==> config.mk <==
export PLATFORM = sky130hd
export DESIGN_NAME = asc_top
export DESIGN_NICKNAME = d
export VERILOG_FILES = /design/src/verilog/asc_pkg.sv /design/src/verilog/asc_top.sv
export VERILOG_INCLUDE_DIRS = /design/src /design/src/verilog
export SDC_FILE = /design/constraint.sdc
export NUM_CORES = 1
export LEC_CHECK = 0
export ABC_AREA = 1
export BUFFER_PORTS_ARGS = -buffer_cell sky130_fd_sc_hd__buf_4
export CORE_MARGIN = 2
export CORE_UTILIZATION = 58
export CTS_CLUSTER_SIZE = 25
export DETAILED_ROUTE_END_ITERATION = 10
export PLACE_DENSITY = 0.81
export RECOVER_POWER = 50
export SETUP_SLACK_MARGIN = 0.05
export SLEW_MARGIN = 20
export SYNTH_ARGS = -nofsm -noshare
export SYNTH_HDL_FRONTEND = slang
export SYNTH_SLANG_ARGS = --single-unit
==> constraint.sdc <==
create_clock -name clk -period 2.1 [get_ports clk]
set_input_delay 0.315 -clock clk [delete_from_list [all_inputs] [get_ports clk]]
set_output_delay 0.315 -clock clk [all_outputs]
set_load 0.01 [all_outputs]
==> src/verilog/asc_params.svh <==
`ifndef ASC_PARAMS_SVH
`define ASC_PARAMS_SVH
// register byte offsets
`define ASC_OFS_CTRL_A 8'h00
`define ASC_OFS_CTRL_B 8'h04
`define ASC_OFS_CTRL_C 8'h08
`define ASC_OFS_STAT 8'h0C
`define ASC_OFS_DATA 8'h10
// serial_control_a fields
`define ASC_A_LOOP 7
`define ASC_A_ON 6
`define ASC_A_INV 5
`define ASC_A_LONG 4
`define ASC_A_WAKE 3
`define ASC_A_IDLE_COUNT_START_SEL 2
`define ASC_A_PAR 1
`define ASC_A_ODD 0
// serial_control_b fields
`define ASC_B_TEI 7
`define ASC_B_TCI 6
`define ASC_B_RFI 5
`define ASC_B_ILI 4
`define ASC_B_TXON 3
`define ASC_B_RXON 2
`define ASC_B_STBY 1
`define ASC_B_BRK 0
// serial_control_c fields
`define ASC_C_R8 7
`define ASC_C_T8 6
`define ASC_C_RDMA 5
`define ASC_C_TDMA 4
// serial_status_a fields
`define ASC_S_TE 7
`define ASC_S_TC 6
`define ASC_S_RF 5
`define ASC_S_IDLE 4
`define ASC_S_PE 0
// reset value of control registers
`define ASC_RST_CTRL 8'h00
// bit timing
`define ASC_CLK_HZ 25000000
`define ASC_BAUD 115200
`define ASC_BIT_CYC (`ASC_CLK_HZ / `ASC_BAUD)
// frame lengths in bit times
`define ASC_FRM_SHORT 4'hA
`define ASC_FRM_LONG 4'hB
`endif

==> src/verilog/asc_pkg.sv <==
package asc_pkg;
  // transmit shifter state
  typedef enum logic {TX_IDLE, TX_BUSY} asc_tx_st_t;
  // receive shifter state
  typedef enum logic {RX_IDLE, RX_BUSY} asc_rx_st_t;
endpackage

==> src/verilog/asc_top.sv <==
`timescale 1ns/1ps
`include "asc_params.svh"
// Overview of operation
// - receive pin is input while module on
// - loopback feeds transmitter output into receiver
// - module off sets empty/done, stops tx requests
// - polarity flip inverts every transmitted level
// - length bit selects nine or eight bits
// - wake bit: address mark or idle line
// - idle count starts after stop or start
// - parity generated into msb, checked on receive
// - frames one start, one stop, 10/11 bits
// - tx empty requests cpu or dma
// - tx done enable gates done interrupt
// - rx full requests cpu or dma
// - idle interrupt, rx dma suppresses cpu requests
// - tx enable starts 10/11 ones preamble
// - tx disable finishes current character first
// - tx off-on while busy queues idle
// - rx disable keeps receiver flags unchanged
// - standby mutes rx interrupt, wake clears it
// - break toggle sends one break, then one
// - early break replaces pending preamble
// - tx empty sets on load, after reset
// - idle flag after 10/11 ones
module asc_top
  import asc_pkg::*;
(
  input wire logic clk,
  input wire logic arst_n,
  input wire logic psel,
  input wire logic penable,
  input wire logic pwrite,
  input wire logic [7:0] paddr,
  input wire logic [31:0] pwdata,
  output logic [31:0] prdata,
  output logic pready,
  output logic pslverr,
  input wire logic rxd,
  input wire logic port_pin1_dir,
  output logic rx_pin_dir,
  output logic txd,
  output logic tx_irq,
  output logic rx_irq,
  output logic tx_dma_req,
  output logic rx_dma_req
);

  // ****************************************
  // bus slave
  // ****************************************

  // exact word match of one offset
  function automatic logic reg_hit(input logic [7:0] a, input logic [7:0] o);
    reg_hit = (a == o);
  endfunction

  logic [7:0] ctl_a_q; // serial_control_a
  logic [7:0] ctl_b_q; // serial_control_b
  logic t8_q; // ninth transmit bit
  logic rdma_q; // rx_dma_en
  logic tdma_q; // tx_dma_en
  logic [7:0] hold_q; // transmit holding byte
  logic [8:0] rxd_q; // received character
  logic te_q, tc_q, rf_q, idle_q, pe_q; // status flags
  logic pready_q, pslverr_q;
  logic [31:0] prdata_q;
  logic [7:0] rd_mux;
  logic hit_a, hit_b, hit_c, hit_s, hit_d, mapped;
  logic acc, wr, rd;

  assign hit_a = reg_hit(paddr, `ASC_OFS_CTRL_A);
  assign hit_b = reg_hit(paddr, `ASC_OFS_CTRL_B);
  assign hit_c = reg_hit(paddr, `ASC_OFS_CTRL_C);
  assign hit_s = reg_hit(paddr, `ASC_OFS_STAT);
  assign hit_d = reg_hit(paddr, `ASC_OFS_DATA);
  assign mapped = hit_a | hit_b | hit_c | hit_s | hit_d;
  // completion edge of a transfer
  assign acc = psel & penable & pready_q;
  assign wr = acc & pwrite;
  assign rd = acc & ~pwrite;

  // field views
  logic loop_sel, mod_on, inv, long_c, wake_addr, idle_count_start_sel, par_on, odd;
  logic tei, tci, rfi, ili, tx_on, rx_on, stby, brk;
  assign loop_sel = ctl_a_q[`ASC_A_LOOP];
  assign mod_on = ctl_a_q[`ASC_A_ON];
  assign inv = ctl_a_q[`ASC_A_INV];
  assign long_c = ctl_a_q[`ASC_A_LONG];
  assign wake_addr = ctl_a_q[`ASC_A_WAKE];
  assign idle_count_start_sel = ctl_a_q[`ASC_A_IDLE_COUNT_START_SEL];
  assign par_on = ctl_a_q[`ASC_A_PAR];
  assign odd = ctl_a_q[`ASC_A_ODD];
  assign tei = ctl_b_q[`ASC_B_TEI];
  assign tci = ctl_b_q[`ASC_B_TCI];
  assign rfi = ctl_b_q[`ASC_B_RFI];
  assign ili = ctl_b_q[`ASC_B_ILI];
  assign tx_on = ctl_b_q[`ASC_B_TXON];
  assign rx_on = ctl_b_q[`ASC_B_RXON];
  assign stby = ctl_b_q[`ASC_B_STBY];
  assign brk = ctl_b_q[`ASC_B_BRK];

  // frame length follows character length
  logic [3:0] flen;
  assign flen = long_c ? `ASC_FRM_LONG : `ASC_FRM_SHORT;

  // read data selection
  always_comb begin
    rd_mux = '0;
    if (hit_a) begin
      rd_mux = ctl_a_q;
    end else if (hit_b) begin
      rd_mux = ctl_b_q;
    end else if (hit_c) begin
      rd_mux[`ASC_C_R8] = rxd_q[8];
      rd_mux[`ASC_C_T8] = t8_q;
      rd_mux[`ASC_C_RDMA] = rdma_q;
      rd_mux[`ASC_C_TDMA] = tdma_q;
    end else if (hit_s) begin
      rd_mux[`ASC_S_TE] = te_q;
      rd_mux[`ASC_S_TC] = tc_q;
      rd_mux[`ASC_S_RF] = rf_q;
      rd_mux[`ASC_S_IDLE] = idle_q;
      rd_mux[`ASC_S_PE] = pe_q;
    end else if (hit_d) begin
      rd_mux = rxd_q[7:0];
    end
  end

  // no wait state: answer raised in the access phase
  always_ff @(posedge clk or negedge arst_n) begin
    if (!arst_n) begin
      pready_q <= 1'b0;
      pslverr_q <= 1'b0;
      prdata_q <= '0;
    end else begin
      pready_q <= psel & ~penable;
      pslverr_q <= psel & ~penable & ~mapped;
      prdata_q <= (psel & ~penable & ~pwrite) ? {24'h000000, rd_mux} : '0;
    end
  end
  assign pready = pready_q;
  assign pslverr = pslverr_q;
  assign prdata = prdata_q;

  // ****************************************
  // control registers
  // ****************************************

  logic wake_hit; // receiver leaves standby
  logic tx_rise; // tx_on written from 0 to 1
  logic brk_rise; // break_send written from 0 to 1
  assign tx_rise = wr & hit_b & pwdata[`ASC_B_TXON] & ~tx_on;
  assign brk_rise = wr & hit_b & pwdata[`ASC_B_BRK] & ~brk;

  // serial_control_a
  always_ff @(posedge clk or negedge arst_n) begin
    if (!arst_n) begin
      ctl_a_q <= `ASC_RST_CTRL;
    end else if (wr & hit_a) begin
      ctl_a_q <= pwdata[7:0];
    end
  end

  // serial_control_b; a software write wins over the wake clear
  always_ff @(posedge clk or negedge arst_n) begin
    if (!arst_n) begin
      ctl_b_q <= `ASC_RST_CTRL;
    end else if (wr & hit_b) begin
      ctl_b_q <= pwdata[7:0];
    end else if (wake_hit) begin
      ctl_b_q[`ASC_B_STBY] <= 1'b0;
    end
  end

  // serial_control_c writable bits
  always_ff @(posedge clk or negedge arst_n) begin
    if (!arst_n) begin
      t8_q <= 1'b0;
      rdma_q <= 1'b0;
      tdma_q <= 1'b0;
    end else if (wr & hit_c) begin
      t8_q <= pwdata[`ASC_C_T8];
      rdma_q <= pwdata[`ASC_C_RDMA];
      tdma_q <= pwdata[`ASC_C_TDMA];
    end
  end

  // ****************************************
  // baud tick
  // ****************************************

  logic [7:0] div_q;
  logic tick;
  assign tick = mod_on & (div_q == 8'(`ASC_BIT_CYC - 1));

  // generator runs only with the module on
  always_ff @(posedge clk or negedge arst_n) begin
    if (!arst_n) begin
      div_q <= '0;
    end else if (!mod_on || tick) begin
      div_q <= '0;
    end else begin
      div_q <= div_q + 8'h01;
    end
  end

  // ****************************************
  // transmitter
  // ****************************************

  asc_tx_st_t tx_st_q;
  logic [3:0] left_q; // bits still to shift
  logic [10:0] sh_q; // frame, lsb first
  logic pre_q; // preamble pending
  logic bpend_q; // break toggled, not yet sent
  logic tail_q; // one mark owed after a break
  logic ld, go_brk, go_pre, go_dat, go_tail, tx_line;
  logic [8:0] tchar;
  logic [10:0] tframe;

  // next frame chosen at the last bit edge, so breaks run back to back
  assign ld = tick & (tx_st_q == TX_IDLE || left_q == 4'h1);
  assign go_brk = tx_on & (brk | bpend_q);
  assign go_pre = tx_on & pre_q & ~go_brk;
  assign go_tail = tail_q & ~go_brk;
  assign go_dat = tx_on & ~te_q & ~go_brk & ~go_pre & ~go_tail;

  // parity replaces the top data bit
  always_comb begin
    tchar = {t8_q, hold_q};
    if (par_on && long_c) begin
      tchar[8] = (^hold_q) ^ odd;
    end else if (par_on) begin
      tchar[7] = (^hold_q[6:0]) ^ odd;
    end
    // start low, stop high, pad ones above a short frame
    tframe = long_c ? {1'b1, tchar, 1'b0} : {2'b11, tchar[7:0], 1'b0};
  end

  // shifter; a cleared tx_on only stops new frames
  always_ff @(posedge clk or negedge arst_n) begin
    if (!arst_n) begin
      tx_st_q <= TX_IDLE;
      left_q <= '0;
      sh_q <= '1;
    end else if (!mod_on) begin
      tx_st_q <= TX_IDLE;
      left_q <= '0;
      sh_q <= '1;
    end else if (ld) begin
      tx_st_q <= (go_brk | go_pre | go_dat | go_tail) ? TX_BUSY : TX_IDLE;
      left_q <= go_tail ? 4'h1 : ((go_brk | go_pre | go_dat) ? flen : 4'h0);
      if (go_brk) begin
        sh_q <= '0;
      end else if (go_dat) begin
        sh_q <= tframe;
      end else begin
        sh_q <= '1; // preamble, tail or idle
      end
    end else if (tick && tx_st_q == TX_BUSY) begin
      left_q <= left_q - 4'h1;
      sh_q <= {1'b1, sh_q[10:1]};
    end
  end

  // pending requests; a break start drops the preamble
  always_ff @(posedge clk or negedge arst_n) begin
    if (!arst_n) begin
      pre_q <= 1'b0;
      bpend_q <= 1'b0;
      tail_q <= 1'b0;
    end else begin
      if (tx_rise) begin
        pre_q <= 1'b1;
      end else if (ld & (go_brk | go_pre)) begin
        pre_q <= 1'b0;
      end
      if (brk_rise) begin
        bpend_q <= 1'b1;
      end else if (ld & go_brk) begin
        bpend_q <= 1'b0;
      end
      if (ld & go_brk) begin
        tail_q <= 1'b1;
      end else if (ld) begin
        tail_q <= 1'b0;
      end
    end
  end

  // holding register and empty flag; load sets, data write clears
  always_ff @(posedge clk or negedge arst_n) begin
    if (!arst_n) begin
      hold_q <= '0;
      te_q <= 1'b1;
    end else begin
      if (wr & hit_d) begin
        hold_q <= pwdata[7:0];
      end
      if (!mod_on || (ld & go_dat)) begin
        te_q <= 1'b1;
      end else if (wr & hit_d) begin
        te_q <= 1'b0;
      end
    end
  end

  // done flag: empty and nothing queued or shifting
  always_ff @(posedge clk or negedge arst_n) begin
    if (!arst_n) begin
      tc_q <= 1'b1;
    end else begin
      tc_q <= ~mod_on | (te_q & tx_st_q == TX_IDLE & ~pre_q & ~bpend_q & ~tail_q);
    end
  end

  // line level before polarity
  assign tx_line = (tx_st_q == TX_BUSY) ? sh_q[0] : 1'b1;

  // pin drive, polarity applied last
  always_ff @(posedge clk or negedge arst_n) begin
    if (!arst_n) begin
      txd <= 1'b1;
    end else begin
      txd <= tx_line ^ inv;
    end
  end

  // ****************************************
  // receiver
  // ****************************************

  logic rx_s1_q, rx_s2_q; // pin synchroniser
  logic rx_in;
  asc_rx_st_t rx_st_q;
  logic [7:0] rcyc_q; // cycles to next sample
  logic [3:0] rleft_q; // samples still to take
  logic [10:0] rsh_q; // sampled frame
  logic [3:0] ones_q; // consecutive mark bit times
  logic arm_q; // idle allowed after a character
  logic rdone, smp, idle_hit, take, bad_par;
  logic [8:0] rchar;

  // two flops before any logic looks at the pin
  always_ff @(posedge clk or negedge arst_n) begin
    if (!arst_n) begin
      rx_s1_q <= 1'b1;
      rx_s2_q <= 1'b1;
    end else begin
      rx_s1_q <= rxd;
      rx_s2_q <= rx_s1_q;
    end
  end

  // loopback only with both directions enabled
  assign rx_in = loop_sel ? (tx_on & rx_on ? tx_line : 1'b1) : rx_s2_q;

  assign smp = (rx_st_q == RX_BUSY) & (rcyc_q == 8'h00);
  assign rdone = smp & (rleft_q == 4'h1);

  // sample mid-bit, lsb first; start bit falls out at rsh_q bottom
  always_ff @(posedge clk or negedge arst_n) begin
    if (!arst_n) begin
      rx_st_q <= RX_IDLE;
      rcyc_q <= '0;
      rleft_q <= '0;
      rsh_q <= '1;
    end else if (!rx_on || !mod_on) begin
      rx_st_q <= RX_IDLE; // flags are left alone
    end else if (rx_st_q == RX_IDLE) begin
      if (!rx_in) begin
        rx_st_q <= RX_BUSY;
        rcyc_q <= 8'(`ASC_BIT_CYC / 2);
        rleft_q <= flen;
      end
    end else if (smp) begin
      rsh_q <= {rx_in, rsh_q[10:1]};
      rleft_q <= rleft_q - 4'h1;
      rcyc_q <= 8'(`ASC_BIT_CYC - 1);
      if (rleft_q == 4'h1) begin
        rx_st_q <= RX_IDLE;
      end
    end else begin
      rcyc_q <= rcyc_q - 8'h01;
    end
  end

  // the shift into rsh_q lands one edge after rdone, so decode the
  // incoming stop bit together with the held bits
  logic [10:0] rfr;
  assign rfr = {rx_in, rsh_q[10:1]};
  // short frame keeps bit 7 as a copy in bit 8
  assign rchar = long_c ? rfr[9:1] : {rfr[9], rfr[9:2]};
  assign bad_par = par_on & (((long_c ? ^rfr[9:1] : ^rfr[9:2])) != odd);
  // standby drops characters unless an address mark wakes it
  assign take = rdone & (~stby | (wake_addr & rchar[8]));

  // idle counter: ones counted after start or after stop
  always_ff @(posedge clk or negedge arst_n) begin
    if (!arst_n) begin
      ones_q <= '0;
    end else if (!rx_in || (idle_count_start_sel && rx_st_q == RX_BUSY)) begin
      ones_q <= '0;
    end else if (tick && ones_q != flen) begin
      ones_q <= ones_q + 4'h1;
    end
  end
  assign idle_hit = rx_on & (ones_q == flen);
  // wake by address mark or by idle line
  assign wake_hit = stby & (wake_addr ? (rdone & rchar[8]) : idle_hit);

  // receive data and flags; events win over a data read
  always_ff @(posedge clk or negedge arst_n) begin
    if (!arst_n) begin
      rxd_q <= '0;
      rf_q <= 1'b0;
      pe_q <= 1'b0;
      idle_q <= 1'b0;
      arm_q <= 1'b0;
    end else begin
      if (take) begin
        rxd_q <= rchar;
      end
      if (take) begin
        rf_q <= 1'b1;
      end else if (rd & hit_d) begin
        rf_q <= 1'b0;
      end
      if (take & bad_par) begin
        pe_q <= 1'b1;
      end else if (rd & hit_d) begin
        pe_q <= 1'b0;
      end
      if (idle_hit & arm_q) begin
        idle_q <= 1'b1;
      end else if (rd & hit_d) begin
        idle_q <= 1'b0;
      end
      if (take) begin
        arm_q <= 1'b1;
      end else if (idle_hit) begin
        arm_q <= 1'b0;
      end
    end
  end

  // ****************************************
  // requests and pin direction
  // ****************************************

  // cpu or dma routing of the flags
  always_ff @(posedge clk or negedge arst_n) begin
    if (!arst_n) begin
      tx_irq <= 1'b0;
      tx_dma_req <= 1'b0;
      rx_irq <= 1'b0;
      rx_dma_req <= 1'b0;
      rx_pin_dir <= 1'b0;
    end else begin
      tx_irq <= mod_on & ((tei & ~tdma_q & te_q) | (tci & tc_q));
      tx_dma_req <= mod_on & tei & tdma_q & te_q;
      rx_irq <= ~rdma_q & ~stby & ((rfi & rf_q) | (ili & idle_q));
      rx_dma_req <= rfi & rdma_q & rf_q;
      rx_pin_dir <= mod_on ? 1'b0 : port_pin1_dir;
    end
  end
endmodule

==> flow_metrics.env <==
export IMPL_met2_usage=0.449
export IMPL_grt_setup_unrepaired="no"
export IMPL_hold_path_class="in -> reg"
export IMPL_slew_viol_final=0
export IMPL_finalSetupViolations=0
export IMPL_rows=37
export IMPL_vias=5261
export IMPL_start_util=0.591
export IMPL_status="completed"
export IMPL_busiest_layer="met2"
export IMPL_synth_largest_area_cell="dfrtp_1"
export IMPL_grt_overflow=0
export IMPL_fmax_ghz=0.528
export IMPL_ir_worst_vdd_uv=550
export IMPL_synth_commonest_cells="179 x nand2_1, 96 x inv_1, 88 x dfrtp_1, 73 x o21ai_0, 59 x nor2_1"
export IMPL_syn_inst=757
export IMPL_root_buffer="clkbuf_8"
export IMPL_die_x_um=106
export IMPL_regArea_um2=2860
export IMPL_required_ps=2550
export IMPL_drive_gt1_frac=0.161
export IMPL_synth_edf_count=0
export IMPL_multiInputGateArea_um2=2590
export IMPL_via_per_inst=5.50
export IMPL_start_kind="flop"
export IMPL_yosys_area_top_type_share=0.366
export IMPL_nets=863
export IMPL_ys_ff_latch=113
export IMPL_cts_sinks=113
export IMPL_finalHoldViolations=0
export IMPL_diodes=0
export IMPL_grt_util_met3=0.0589
export IMPL_design_die_area_um2=11200
export IMPL_antenna_found_initial=0
export IMPL_p_leak_uw=0.00336
export IMPL_gp_congestion=0.910
export IMPL_worstSkewPairLatency_ps=530
export IMPL_crit_chain="inv_1, ha_1, nand3_2, nor2_4, nand2_4, clkinv_2, nand2_2, nor2_4, o21ai_0, a31oi_1"
export IMPL_worst_slew_pin_slew_ps=854
export IMPL_fp_coreArea_um2=10200
export IMPL_async_reset_ff_frac=1.00
export IMPL_post_route_util=0.692
export IMPL_dr_pass1_iters=5
export IMPL_yosys_warnings=0
export IMPL_fin_crit_sh=0.901
export IMPL_ff2ff_setup_slack_ps=210
export IMPL_cts_path_max_buffers=2
export IMPL_grt_max_degree=46
export IMPL_r2r_start="div_q[0]"
export IMPL_numCtsBuffers=17
export IMPL_ys_types=48
export IMPL_synthFlopType="dfrtp_1"
export IMPL_track_usage=0.276
export IMPL_yosysMostFrequentCell="nand2_1"
export IMPL_use_met1=0.366
export IMPL_grt_first_pass_wirelength_mm=24.2
export IMPL_cts_tree="yes"
export IMPL_holdPathStages=3
export IMPL_crit_fanout=11
export IMPL_fin_worst_skew_ps=10.2
export IMPL_grt_pass1_vias=5059
export IMPL_cp_slowest_stage_delay_ps=390
export IMPL_wl_per_cell_um=15.1
export IMPL_syn_avg_cell_area_um2=7.96
export IMPL_fillers=782
export IMPL_reg2reg_to="sh_q[3]"
export IMPL_drtIter0Drc=429
export IMPL_htreeDepth=4
export IMPL_path_clk_slew_ps=60
export IMPL_worstPathArrival_ps=2340
export IMPL_io_pins=87
export IMPL_crit_path_end_kind="flop"
export IMPL_tns_ps=0
export IMPL_syn_area_um2=6020
export IMPL_routed_wl_mm=14.4
export IMPL_crit_type="reg -> reg"
export IMPL_critPathLaunch="div_q[0]"
export IMPL_slew_headroom=0.431
export IMPL_io_buffers=38
export IMPL_drc=0
export IMPL_cap_violations=0
export IMPL_yosysSeqAreaShare=0.475
export IMPL_hp_start="pwdata[2]"
export IMPL_dpl_hpwl_mm=9.87
export IMPL_power_density_nw_per_um2=795
export IMPL_ant_nets=0
export IMPL_reg2reg_depth=10
export IMPL_holdPathEnd="ctl_b_q[2]"
export IMPL_synth_area_leaders="dfrtp_1 37%, nand2_1 11%, dfstp_2 11%"
export IMPL_period_needed_ps=1890
export IMPL_cpMostUsedCell="nor2_4"
export IMPL_area_growth_pct=17.0
export IMPL_die_h_um=106
export IMPL_power_uw=5600
export IMPL_cpMaxStageDelayCell="dfrtp_1"
[cells by family (layout without fill, tap and decap cells)]
family	Yosys count	count (layout)	share of synthesized area
xor+xnor	13	13	0.0189
fa+ha+maj	8	8	0.0166
other cells	1	24	0.000623
buf+inv	145	186	0.110
simple gates	323	323	0.237
compound gates	154	154	0.143
flops	113	113	0.475
[metal layers]
layer  vias to the layer above  part of all wire
li1                       2504                 -
met1                      2515              0.41
met2                       209              0.49
met3                        33             0.075
met4                         0             0.019
met5                         -                 0
[worst max-delay path: cells and delay by family (launching register included)]
kind,cells,cell delay [ps]
buffers and inverters,2,190
adder cells (fa/ha/maj),1,240
flip-flops,1,390
AO/OA/AOI/OAI,2,320
AND/OR/NAND/NOR,5,680
[layout make-up]
cell class	instances	area share
flip-flops and latches	113	0.406
multi-input cells	522	0.368
clock buffers	23	0.0677
repair buffers	53	0.0556
inverters	101	0.0540
clock inverters	9	0.0250
well taps	136	0.0242
[through the flow]
step                      instance area (um^2)  setup slack (ps)  hold slack, ps  instances
final                                     7050               208            19.7        957
after detailed placement                  6390               271             309        921
after floorplan                           6110               552            19.4        780
after global routing                      7050              84.2            35.7        957
after global placement                    6390               318             300        921
after CTS                                 7080               101            6.58        957
[repair_timing]
item                       4_1_cts  5_1_grt
hold endpoints to repair        29        0
hold buffers                     4        0
resized for setup                0        3
buffers inserted                 0        0
setup endpoints to repair        0        3
[worst max path at each step]
| stage | end | slack [ps] |
|---|---|---|
| finish | sh_q[3] | 210 |
| global route | sh_q[3] | 80 |
| CTS | bpend_q | 100 |
| detailed placement | bpend_q | 270 |
| global placement | ctl_b_q[1] | 320 |
| floorplan | rxd_q[8] | 550 |
[placed cells by master, fill, tap and decap left out, drive strengths merged, types with 2 or more instances in the layout]
cell         netlist  final
dlygate4sd3        0      4
nand3b             2      2
dfrtp             88     88
nand3             47     47
a21oi             38     38
xor2               7      7
nand2            183    183
nand4              8      8
xnor2              6      6
o22ai              5      5
clkinv             2      5
a211oi             2      2
nor4               2      2
ha                 8      8
nor3              11     11
a31oi              6      6
conb               1     24
inv               99     99
o211ai             3      3
dfstp             25     25
o31ai              2      2
clkbuf             8     29
buf               36     43
o21ai             92     92
bufinv             0      5
nor2              67     67
[where the power goes]
group / internal [uW] / switching (uW) / total [uW]
clock network: 2170 / 995 / 3170
logic: 69.2 / 150 / 219
registers: 2200 / 14.9 / 2220
[state kept, by name (all words and copies together) (netlist names), 4 cells and up]
signal	cells
rleft_q	4
rsh_q	9
ctl_a_q	8
hold_q	8
prdata	8
rxd_q	9
ctl_b_q	8
div_q	8
left_q	4
rcyc_q	8
ones_q	4
sh_q	11
Power figures use the tool's default switching activity.
